### src/pls_regs.vh
// Register offsets, fields, reset values and timing counts of the power-loss state selector.
// Assumes a 50 MHz aclk and an AXI4-Lite master with 32-bit data.
// What this block does
// - Early table until insulation time, or invalid value
// - Early action 0: hold; Operation enabled stays
// - Action 0 from Quick stop: Switch on disabled
// - Early actions 1,2,3 map to fixed end states
// - Late action 0 select 0: Operation enabled to Ready
// - Late fault cases end in Fault state
// - Late actions 2,3 hold or quick stop
// - Apply quick stop option on Quick Stop command while main power is present
// - Deceleration starts 70 ms after power loss
`ifndef PLS_REGS_VH
`define PLS_REGS_VH

`define PLS_OFF_CTRL        8'h00
`define PLS_OFF_INS_TIME    8'h04
`define PLS_OFF_QS_OPT      8'h08
`define PLS_OFF_SD_OPT      8'h0C
`define PLS_OFF_STATE       8'h10
`define PLS_OFF_IRQ_STAT    8'h14
`define PLS_OFF_IRQ_MASK    8'h18

`define PLS_CTRL_ACT_LSB    0
`define PLS_CTRL_SEL_BIT    4

`define PLS_CTRL_RST        5'h00
`define PLS_INS_RST         16'h07D0
`define PLS_INS_INVALID     16'h07D0

`define PLS_ST_NOT_READY    3'h0
`define PLS_ST_SOD          3'h1
`define PLS_ST_RTSO         3'h2
`define PLS_ST_SWON         3'h3
`define PLS_ST_OPEN         3'h4
`define PLS_ST_QSA          3'h5
`define PLS_ST_FRA          3'h6
`define PLS_ST_FAULT        3'h7

`define PLS_DELAY_MS        70
`define PLS_CLK_MHZ         50
`define PLS_DELAY_CYC       (`PLS_DELAY_MS * 1000 * `PLS_CLK_MHZ)
`define PLS_MS_CYC          (1000 * `PLS_CLK_MHZ)

`define PLS_IRQ_LOSS        0
`define PLS_IRQ_DECEL       1
`define PLS_IRQ_STOP        2
`define PLS_IRQ_LATE        3

`endif

### src/pls_timer.v
// Millisecond timer that runs from the power-loss event.
// Assumes clear is held while main power is present.
`include "pls_regs.vh"
module pls_timer #(
    parameter MS_CYC    = `PLS_MS_CYC,
    parameter DELAY_CYC = `PLS_DELAY_CYC
) (
    input  wire        aclk,
    input  wire        aresetn,
    input  wire        clear,
    output reg         decel_go_r,
    output reg  [15:0] ms_r
);
    reg [31:0] div_r;
    reg [31:0] dly_r;

    always @(posedge aclk) begin
        if (!aresetn || clear) begin
            div_r      <= 32'h0000_0000;
            dly_r      <= 32'h0000_0000;
            ms_r       <= 16'h0000;
            decel_go_r <= 1'b0;
        end else begin
            if (dly_r >= DELAY_CYC - 1)
                decel_go_r <= 1'b1;
            else
                dly_r <= dly_r + 32'h0000_0001;
            if (div_r >= MS_CYC - 1) begin
                div_r <= 32'h0000_0000;
                if (ms_r != 16'hFFFF)
                    ms_r <= ms_r + 16'h0001;
            end else begin
                div_r <= div_r + 32'h0000_0001;
            end
        end
    end
endmodule // pls_timer

### src/pls_top.v
// Drive-state selector for deceleration and stop after main power loss, with AXI4-Lite registers.
// Assumes power_off, stopped, cur_state and quick_stop_cmd are synchronous to aclk.
//
// The register addresses and the AXI4-Lite slave port were chosen for this implementation.
`include "pls_regs.vh"
module pls_top #(
    parameter MS_CYC    = `PLS_MS_CYC,
    parameter DELAY_CYC = `PLS_DELAY_CYC
) (
    input  wire        aclk,
    input  wire        aresetn,
    input  wire [7:0]  s_axi_awaddr,
    input  wire        s_axi_awvalid,
    output reg         s_axi_awready,
    input  wire [31:0] s_axi_wdata,
    input  wire [3:0]  s_axi_wstrb,
    input  wire        s_axi_wvalid,
    output reg         s_axi_wready,
    output reg  [1:0]  s_axi_bresp,
    output reg         s_axi_bvalid,
    input  wire        s_axi_bready,
    input  wire [7:0]  s_axi_araddr,
    input  wire        s_axi_arvalid,
    output reg         s_axi_arready,
    output reg  [31:0] s_axi_rdata,
    output reg  [1:0]  s_axi_rresp,
    output reg         s_axi_rvalid,
    input  wire        s_axi_rready,
    input  wire        power_off,
    input  wire        stopped,
    input  wire [2:0]  cur_state,
    input  wire        quick_stop_cmd,
    output reg  [2:0]  state_req_r,
    output reg         state_req_valid_r,
    output reg         decel_active_r,
    output reg  [15:0] decel_method_r,
    output reg         irq_r
);
    reg  [4:0]  ctrl_r;
    reg  [15:0] ins_time_r;
    reg  [15:0] qs_opt_r;
    reg  [15:0] sd_opt_r;
    reg  [3:0]  irq_stat_r;
    reg  [3:0]  irq_mask_r;
    reg  [2:0]  state_at_loss_r;
    reg  [1:0]  act_r;
    reg         sel_r;
    reg         pwr_off_d_r;
    reg         stopped_d_r;
    reg         late_d_r;
    reg         aw_hold_r;
    reg         w_hold_r;
    reg  [7:0]  aw_addr_r;
    reg  [31:0] w_data_r;
    reg  [3:0]  w_strb_r;
    reg  [2:0]  dec_state;
    reg  [2:0]  end_state;
    reg  [3:0]  ev;
    reg  [31:0] rd_val;
    reg         rd_ok;
    wire        decel_go;
    wire [15:0] ms;
    wire        late;
    wire        wr_fire;
    wire [31:0] wmask;
    wire [31:0] wv;
    reg  [1:0]  phase_r;
    reg  [1:0]  phase_nxt;
    reg  [15:0] qs_at_loss_r;
    reg  [15:0] sd_at_loss_r;

    // Power-loss phases, readable in the status word.
    localparam [1:0] PH_ON    = 2'd0;
    localparam [1:0] PH_WAIT  = 2'd1;
    localparam [1:0] PH_DECEL = 2'd2;
    localparam [1:0] PH_STOP  = 2'd3;

    pls_timer #(
        .MS_CYC    (MS_CYC),
        .DELAY_CYC (DELAY_CYC)
    ) u_timer (
        .aclk       (aclk),
        .aresetn    (aresetn),
        .clear      (!power_off),
        .decel_go_r (decel_go),
        .ms_r       (ms)
    );

    // Late phase only once the set time has passed and detection is valid.
    assign late = (ins_time_r != `PLS_INS_INVALID) && (ms >= ins_time_r);

    // Selects the state during deceleration and the state after stop.
    always @* begin
        dec_state = state_at_loss_r;
        end_state = `PLS_ST_SOD;
        if (!late) begin
            case (act_r)
                2'd0: begin
                    dec_state = state_at_loss_r;
                    if (state_at_loss_r == `PLS_ST_QSA)
                        end_state = `PLS_ST_SOD;
                    else
                        end_state = state_at_loss_r;
                end
                2'd1: begin
                    dec_state = `PLS_ST_FRA;
                    end_state = `PLS_ST_FAULT;
                end
                2'd2: begin
                    dec_state = state_at_loss_r;
                    end_state = `PLS_ST_SOD;
                end
                default: begin
                    dec_state = `PLS_ST_QSA;
                    end_state = `PLS_ST_SOD;
                end
            endcase
        end else begin
            case (act_r)
                2'd0: begin
                    if (sel_r) begin
                        dec_state = `PLS_ST_FRA;
                        end_state = `PLS_ST_FAULT;
                    end else begin
                        dec_state = state_at_loss_r;
                        if (state_at_loss_r == `PLS_ST_QSA)
                            end_state = `PLS_ST_SOD;
                        else if (state_at_loss_r == `PLS_ST_OPEN)
                            end_state = `PLS_ST_RTSO;
                        else
                            end_state = state_at_loss_r;
                    end
                end
                2'd1: begin
                    dec_state = `PLS_ST_FRA;
                    end_state = `PLS_ST_FAULT;
                end
                2'd2: begin
                    if (sel_r && sd_at_loss_r != 16'h0000) begin
                        dec_state = `PLS_ST_FRA;
                        end_state = `PLS_ST_FAULT;
                    end else begin
                        dec_state = state_at_loss_r;
                        end_state = `PLS_ST_SOD;
                    end
                end
                default: begin
                    if (sel_r && qs_at_loss_r != 16'h0000) begin
                        dec_state = `PLS_ST_FRA;
                        end_state = `PLS_ST_FAULT;
                    end else begin
                        dec_state = `PLS_ST_QSA;
                        end_state = `PLS_ST_SOD;
                    end
                end
            endcase
        end
    end

    // Event sources for the sticky status bits.
    always @* begin
        ev = 4'h0;
        ev[`PLS_IRQ_LOSS]  = power_off && !pwr_off_d_r;
        ev[`PLS_IRQ_DECEL] = decel_go && !decel_active_r && power_off && !stopped;
        ev[`PLS_IRQ_STOP]  = power_off && decel_go && stopped && !stopped_d_r;
        ev[`PLS_IRQ_LATE]  = power_off && late && !late_d_r;
    end

    // Drive-state outputs.
    always @(posedge aclk) begin
        if (!aresetn) begin
            state_at_loss_r   <= `PLS_ST_NOT_READY;
            act_r             <= 2'd0;
            sel_r             <= 1'b0;
            qs_at_loss_r      <= 16'h0000;
            sd_at_loss_r      <= 16'h0000;
            pwr_off_d_r       <= 1'b0;
            stopped_d_r       <= 1'b0;
            late_d_r          <= 1'b0;
            state_req_r       <= `PLS_ST_NOT_READY;
            state_req_valid_r <= 1'b0;
            decel_active_r    <= 1'b0;
            decel_method_r    <= 16'h0000;
        end else begin
            pwr_off_d_r <= power_off;
            stopped_d_r <= stopped;
            // Cleared while power is present, so every power loss can report entering the late phase.
            late_d_r    <= power_off && late;
            if (power_off && !pwr_off_d_r) begin
                state_at_loss_r <= cur_state;
                act_r           <= ctrl_r[`PLS_CTRL_ACT_LSB +: 2];
                sel_r           <= ctrl_r[`PLS_CTRL_SEL_BIT];
                qs_at_loss_r    <= qs_opt_r;
                sd_at_loss_r    <= sd_opt_r;
            end
            if (!power_off) begin
                state_req_valid_r <= 1'b0;
                decel_active_r    <= 1'b0;
                if (quick_stop_cmd)
                    decel_method_r <= qs_opt_r;
            end else if (decel_go) begin
                state_req_valid_r <= 1'b1;
                decel_active_r    <= !stopped;
                state_req_r       <= stopped ? end_state : dec_state;
                decel_method_r    <= (act_r == 2'd3) ? qs_at_loss_r : sd_at_loss_r;
            end
        end
    end

    // Power-loss phase: waiting out the delay, decelerating, stopped.
    always @* begin
        phase_nxt = phase_r;
        case (phase_r)
            PH_ON: begin
                if (power_off)
                    phase_nxt = PH_WAIT;
            end
            PH_WAIT: begin
                if (decel_go)
                    phase_nxt = stopped ? PH_STOP : PH_DECEL;
            end
            PH_DECEL: begin
                if (stopped)
                    phase_nxt = PH_STOP;
            end
            PH_STOP: begin
                phase_nxt = PH_STOP;
            end
            default: begin
                phase_nxt = PH_ON;
            end
        endcase
        if (!power_off)
            phase_nxt = PH_ON;
    end

    always @(posedge aclk) begin
        if (!aresetn)
            phase_r <= PH_ON;
        else
            phase_r <= phase_nxt;
    end

    assign wr_fire = aw_hold_r && w_hold_r && !s_axi_bvalid;
    genvar gi;
    generate
        for (gi = 0; gi < 4; gi = gi + 1) begin : g_mask
            assign wmask[gi*8 +: 8] = {8{w_strb_r[gi]}};
        end
    endgenerate
    assign wv = w_data_r & wmask;

    // Read data mux.
    always @* begin
        rd_ok  = 1'b1;
        rd_val = 32'h0000_0000;
        case (s_axi_araddr)
            `PLS_OFF_CTRL:     rd_val = {27'h000_0000, ctrl_r};
            `PLS_OFF_INS_TIME: rd_val = {16'h0000, ins_time_r};
            `PLS_OFF_QS_OPT:   rd_val = {16'h0000, qs_opt_r};
            `PLS_OFF_SD_OPT:   rd_val = {16'h0000, sd_opt_r};
            `PLS_OFF_STATE:    rd_val = {ms, 6'h00, phase_r, late, decel_active_r, state_req_valid_r, power_off,
                                         1'b0, state_req_r};
            `PLS_OFF_IRQ_STAT: rd_val = {28'h000_0000, irq_stat_r};
            `PLS_OFF_IRQ_MASK: rd_val = {28'h000_0000, irq_mask_r};
            default:           rd_ok = 1'b0;
        endcase
    end

    // AXI4-Lite slave and register file.
    always @(posedge aclk) begin
        if (!aresetn) begin
            s_axi_awready <= 1'b0;
            s_axi_wready  <= 1'b0;
            s_axi_bvalid  <= 1'b0;
            s_axi_bresp   <= 2'b00;
            aw_hold_r     <= 1'b0;
            w_hold_r      <= 1'b0;
            aw_addr_r     <= 8'h00;
            w_data_r      <= 32'h0000_0000;
            w_strb_r      <= 4'h0;
            ctrl_r        <= `PLS_CTRL_RST;
            ins_time_r    <= `PLS_INS_RST;
            qs_opt_r      <= 16'h0000;
            sd_opt_r      <= 16'h0000;
            irq_stat_r    <= 4'h0;
            irq_mask_r    <= 4'h0;
            irq_r         <= 1'b0;
        end else begin
            s_axi_awready <= 1'b0;
            s_axi_wready  <= 1'b0;
            if (s_axi_awvalid && !aw_hold_r && !s_axi_awready) begin
                s_axi_awready <= 1'b1;
                aw_hold_r     <= 1'b1;
                aw_addr_r     <= s_axi_awaddr;
            end
            if (s_axi_wvalid && !w_hold_r && !s_axi_wready) begin
                s_axi_wready <= 1'b1;
                w_hold_r     <= 1'b1;
                w_data_r     <= s_axi_wdata;
                w_strb_r     <= s_axi_wstrb;
            end
            if (s_axi_bvalid && s_axi_bready)
                s_axi_bvalid <= 1'b0;
            if (wr_fire) begin
                aw_hold_r    <= 1'b0;
                w_hold_r     <= 1'b0;
                s_axi_bvalid <= 1'b1;
                s_axi_bresp  <= 2'b00;
                case (aw_addr_r)
                    `PLS_OFF_CTRL:     ctrl_r <= (ctrl_r & ~wmask[4:0]) | wv[4:0];
                    `PLS_OFF_INS_TIME: ins_time_r <= (ins_time_r & ~wmask[15:0]) | wv[15:0];
                    `PLS_OFF_QS_OPT:   qs_opt_r <= (qs_opt_r & ~wmask[15:0]) | wv[15:0];
                    `PLS_OFF_SD_OPT:   sd_opt_r <= (sd_opt_r & ~wmask[15:0]) | wv[15:0];
                    `PLS_OFF_IRQ_MASK: irq_mask_r <= (irq_mask_r & ~wmask[3:0]) | wv[3:0];
                    `PLS_OFF_IRQ_STAT: ;
                    `PLS_OFF_STATE:    ;
                    default:           s_axi_bresp <= 2'b10;
                endcase
            end
            // Set wins over a write-one clear in the same cycle.
            if (wr_fire && aw_addr_r == `PLS_OFF_IRQ_STAT)
                irq_stat_r <= (irq_stat_r & ~wv[3:0]) | ev;
            else
                irq_stat_r <= irq_stat_r | ev;
            irq_r <= |(irq_stat_r & irq_mask_r);
        end
    end

    // Read channel.
    always @(posedge aclk) begin
        if (!aresetn) begin
            s_axi_arready <= 1'b0;
            s_axi_rvalid  <= 1'b0;
            s_axi_rresp   <= 2'b00;
            s_axi_rdata   <= 32'h0000_0000;
        end else begin
            s_axi_arready <= 1'b0;
            if (s_axi_rvalid && s_axi_rready)
                s_axi_rvalid <= 1'b0;
            if (s_axi_arvalid && !s_axi_rvalid && !s_axi_arready) begin
                s_axi_arready <= 1'b1;
                s_axi_rvalid  <= 1'b1;
                s_axi_rdata   <= rd_val;
                s_axi_rresp   <= rd_ok ? 2'b00 : 2'b10;
            end
        end
    end
endmodule // pls_top

### config.mk
export PLATFORM = sky130hd
export DESIGN_NAME = pls_top
export DESIGN_NICKNAME = d
export VERILOG_FILES = /design/src/pls_timer.v /design/src/pls_top.v
export VERILOG_INCLUDE_DIRS = /design/src
export SDC_FILE = /design/constraint.sdc
export NUM_CORES = 1
export LEC_CHECK = 0
export BUFFER_PORTS_ARGS = -buffer_cell sky130_fd_sc_hd__buf_2
export CAP_MARGIN = 40
export CORE_MARGIN = 2
export CORE_UTILIZATION = 40
export CTS_CLUSTER_DIAMETER = 200
export DETAILED_ROUTE_END_ITERATION = 16
export PLACE_DENSITY = 0.65
export SLEW_MARGIN = 15
export SYNTH_ARGS = -nofsm -noshare
export SYNTH_HDL_FRONTEND = slang
export SYNTH_SLANG_ARGS = --single-unit
### constraint.sdc
create_clock -name aclk -period 4.7 [get_ports aclk]
set_input_delay 0.94 -clock aclk [delete_from_list [all_inputs] [get_ports aclk]]
set_output_delay 0.94 -clock aclk [all_outputs]
set_load 0.02 [all_outputs]
# == Word level (Yosys, flattened, before mapping) ==
# Index checks and enable logic that the tools add are counted.
# word_totals
ff_bits,276
inputBits,65
elab_cells,187
# op_classes
magnitude_cmp,3
bitwise,20
add_sub_neg,3
muxes,36
eq_ne,25
reduce_logical,63
# ops
cell,n
$pmux W32 S7,1
$add A32 B1 Y32 const B,2
$and A16 B16 Y16,4
$mux W16,4
$eq A8 B5 Y1 const B,6
$or A16 B16 Y16,3
$mux W3,11
$eq A8 B4 Y1 const B,4
$ge A32 B16 Y1 const B,1
$ge A32 B22 Y1 const B,1
$reduce_bool A16 Y1,2
$logic_and A1 B1 Y1,23
$reduce_and A2 Y1,10
$pmux W3 S3,2
$add A16 B1 Y16 const B,1
$eq A8 B3 Y1 const B,2
$ge A16 B16 Y1,1
$logic_not A8 Y1,2
$ne A16 B11 Y1 const B,1
$ne A16 B16 Y1 const B,1
$not A16 Y16,1
$logic_not A1 Y1,14
$reduce_or A7 Y1,2
$and A4 B4 Y4,3
21 further kinds,48

# == Longest topological paths before layout ==
# logic_depth
word_depth,7
ltp_mapped,10
ltp_nobuf,9

# == By module ==
# Synthesis repeated with hierarchy kept, for this count alone.
# unflattened
cells_unflattened,1376
hier_area_um2,11910.2
# modules_own_cells
module,seq_area_each_um2,n_inst,area_per_inst_um2,cells_each
pls_top,3863.7,1,8460.6,1001
pls_timer,1621.6,1,3449.6,375

# == Worst setup path after synthesis ==
# OpenSTA, ideal clock, no wires.
# synth_path
path_type,input-to-reg
startpoint,input s_axi_araddr[5]
endpoint,register s_axi_rdata[21]
path_slack_ns,2.196
path_buffers,2
arrival_ns,2.439
path_stages,9
setup_time_ns,0.065
required_ns,4.635
cell_sequence,nor3_1 > nand2_1 > nor3_1 > o31a_1 > and2_1 > buf_2 > buf_2 > a22oi_1 > nor2_1
# synth_via
elab_chain_len,2
elab_cells_between_ends,8
# synth_rtl
item,line_no,text
start: declaration,pls_top.v:22,"input wire [7:0] s_axi_araddr,"
"$eq A8 B5 Y1, or another cell as far along",pls_top.v:257,case (s_axi_araddr)
$pmux W32 S7 (*),pls_top.v:257,
end signal: assignment,pls_top.v:344,s_axi_rdata <= rd_val;
end: declaration,pls_top.v:25,"output reg [31:0] s_axi_rdata,"
# Mark *: on every way between the ends. The rest lies on a longest branch, timed or not.
# A chain may end at the register's enable or synchronous reset.

# == Worst setup path in the final report ==
# layout_path
startpoint,input s_axi_araddr[5]
endpoint,register s_axi_rdata[31]
# Same word-level chain as after synthesis.

==> summary by stage <==
Run status
The run finished with clean final reports.

Yosys
The cell count after synthesis came out at 1335. The total of warnings raised by yosys is 0. The area share of the largest cell type after synthesis is 0.4765. The most used flip-flop cell after synthesis is sky130_fd_sc_hd__dfxtp_1. In this run the cell area of the synthesized design comes to 11510 µm². The sequential cell area fraction in the yosys report is 0.4765. Yosys attributes the largest share of cell area to sky130_fd_sc_hd__dfxtp_1, sky130_fd_sc_hd__nor2_1, sky130_fd_sc_hd__mux2i_1, sky130_fd_sc_hd__nand2_1, sky130_fd_sc_hd__a21oi_1. Averaged over all synthesized cells, the footprint is 8.623 µm². sky130_fd_sc_hd__dfxtp_1 takes more of the synthesized area than any other cell.

For this run, asynchronously set or reset flops after synthesis account for 0. The synthesized design contains 0 enable-type register cells. The number of register bits inferred by synthesis is 274.

Counting distinct cell types in the post-synthesis netlist gives 58.

Routing
The average detailed-routed wire length per instance is 16.21 µm. The length of the first detailed-routing pass in iterations is 6. The total wirelength of the detailed-routed design is 29.81 mm.

In the routed layout, each cell is associated on average with a via count of 5.290. In the routed design, unresolved DRC markers number 0. The number of nets with antenna violations after detailed routing is 0. Summing over every cut layer, the via total after detailed routing is 9729. The first routing iteration left 753 violations.

Critical path
STA classifies the critical path startpoint as an input pin. The worst path required time is 5180 ps. By startpoint and endpoint, the worst setup path is classified as input pin to flip-flop.

The worst setup path is captured at a flip-flop. The critical path data arrival time is 3180 ps. Along the worst path, the maximum fanout reaches 16.

Clock tree
The sink count of the clock tree is 274. The TritonCTS clock tree is yes. The number of hold buffers added after CTS is 0. The clock transition at the register clock pins on the worst setup and hold paths after CTS is 60 ps. In this run the deepest clock path goes through 3 buffers. The setup fix buffers added after clock tree synthesis is 0. The cell at the root of the clock tree is sky130_fd_sc_hd__clkbuf_16. At the later pin of the worst-skew pair, clock insertion delay measures 550 ps. The number of buffers created by CTS is 30. The number of gates given a new drive strength after cts is 0.

The H-tree depth is 1.

GRT
The via count of the first global-routing pass is 9348. For this run the aggregate overflow at the end of global routing stands at 0. The pin count of the biggest net entering global routing is 74. The initial antenna violation count was 4. The first-pass GRT wire length is 48.53 mm. The total routing usage reported by global routing is 0.1951.

Pwr
The clock power share is 0.468. The overall power is 4.967 mW. The leakage power is 5.225 nW. The power dissipated by switching net loads is 1.123 mW.

Cell internal power was estimated by the tool at 3.844 mW. The share of total power dissipated in combinational logic is 0.048. Across the VDD grid, the largest voltage drop is 0.0002500 V. The sequential share of power is 0.484.

The total power density per cell area is 369.1 nW/µm². Of the total power, the share spent switching nets is 0.2261.

Timing
The setup TNS is 0 ps. The worst path needs 2694 ps of the cycle, external delays included. The count of endpoints failing hold in the final timing report was 0. The share of the clock period used by the worst path is 0.5733. The headroom to the max-slew limit is 0.4312. Static timing analysis puts the maximum clock frequency at 0.3711 GHz. For the final database, setup skew stands at 16.52 ps. At the pin with the least slew margin, the transition time is 853.2 ps. The final-report max-slew violation count was 0. The worst hold-check slack is 459.8 ps.

Setup repair after global routing left no endpoint under its margin. Setup violations remaining at the end of the flow were counted as 0.

Floorplan
The floorplan row count is 62. The initial utilization of the core area, before any placement, comes to 0.4033. The die is 173.7 µm tall. In this run the count of I/O pins placed on the die edge is 128. The core region is 28550 µm². The die is 173.7 µm wide. The die covers 30150 µm².

Cells and area
The growth of design area from synthesis to finish is 16.90%. Leaving out fill and tap cells, the most frequent cell in the layout is sky130_fd_sc_hd__dfxtp_1. The count of nets after finishing is 1522. In the layout the commonest cells are sky130_fd_sc_hd__dfxtp_1, sky130_fd_sc_hd__nor2_1, sky130_fd_sc_hd__nand2_1. In the final layout, the share of cells above drive strength 1 is 0.1397.

Min path
The class of the worst hold path is flip-flop to flip-flop.

Flow run
The number of maximum-capacitance constraint violations is 0.

Place
The number of port buffers is 107. The weighted congestion at the end of routability-driven global placement is 0.8453. After legalization and detailed placement, the total HPWL measured 21.12 mm.
-- critical path: stages --
cell and delay, ps:
sky130_fd_sc_hd__buf_2 100, sky130_fd_sc_hd__nor3_1 340, sky130_fd_sc_hd__nand2_1 200, sky130_fd_sc_hd__nor3_1 540, sky130_fd_sc_hd__o31a_1 210, sky130_fd_sc_hd__and2_1 560
sky130_fd_sc_hd__a22oi_1 150, sky130_fd_sc_hd__nor2_1 120
-- kinds of logic (layout without fill, tap and decap cells) --
family / after synthesis / in the layout / synth area share
buf+inv: 112 / 213 / 0.03804
xor+xnor: 37 / 37 / 0.02815
compound gates: 258 / 258 / 0.1373
flops: 274 / 274 / 0.4765
fa+ha+maj: 23 / 23 / 0.02500
simple gates: 539 / 539 / 0.2137
mux: 91 / 91 / 0.08108
other cells: 1 / 20 / 0.0003257
-- power groups by stage --
| stage | clock network, mW | registers (mW) | logic (mW) |
|---|---|---|---|
| finish | 2.33 | 2.40 | 0.239 |
| global route | 2.46 | 2.41 | 0.267 |
| CTS | 2.37 | 2.40 | 0.241 |
| detailed placement | 0 | 2.45 | 0.240 |
| global placement | 0 | 2.45 | 0.234 |
| floorplan | 0 | 2.45 | 0.149 |
-- through the flow --
step           setup WS, ps    util  instances  cell area (µm²)
2_1_floorplan          2196       -       1352            11580
3_3_place_gp           1478  0.4347       1782            12410
3_5_place_dp           1433  0.4362       1785            12450
4_1_cts                1953  0.4709       1836            13440
5_1_grt                1757  0.4713       1838            13460
6_report               2006  0.4714       1839            13460
-- routing by layer --
layer	up-vias	GRT usage	wire length (µm)	part of all wire
li1	4830	-	-	-
met1	4619	0.2646	13770	0.46
met2	225	0.3195	13670	0.46
met5	-	0	27	0.00091
met4	4	0.05252	623	0.021
met3	51	0.03640	1720	0.058
-- final timing paths --
kind / slack, ps / cells past startpoint / startpoint / endpoint
max: 2010 / 8 / s_axi_araddr[5] / s_axi_rdata[31]
min: 460 / 2 / flip-flop / flip-flop
max reg2reg: 2040 / 9 / flip-flop / state_req_r[0]
min reg2reg: 460 / 2 / flip-flop / flip-flop
-- final cells by class --
cell class	instances	area, µm²
fillers	2804	15090
repair buffers	124	685.7
inverters	38	145.1
flip-flops and latches	274	5485
multi-input cells	966	5667
well taps	384	480.5
clock inverters	6	61.31
clock buffers	45	928.4
diodes	2	5.005
-- cell usage after synthesis (all sizes together) (2+ instances only) --
library cell / instances
dfxtp: 274
nor2: 196
nand2: 175
a21oi: 109
mux2i: 73
clkbuf: 57
a22oi: 55
o21ai: 39
inv: 38
nand3: 33
xnor2: 28
nor3: 26
nor4: 26
and3: 23
ha: 23
a211oi: 18
mux2: 18
buf: 17
or3: 15
nand4: 12
a31oi: 9
xor2: 9
nand2b: 7
and2: 6
nor3b: 6
a21o: 4
nor2b: 4
and4: 3
o211ai: 3
o31ai: 3
a221oi: 2
a222oi: 2
a31o: 2
a41oi: 2
nand3b: 2
nand4b: 2
(Power assumes the default switching activity.)
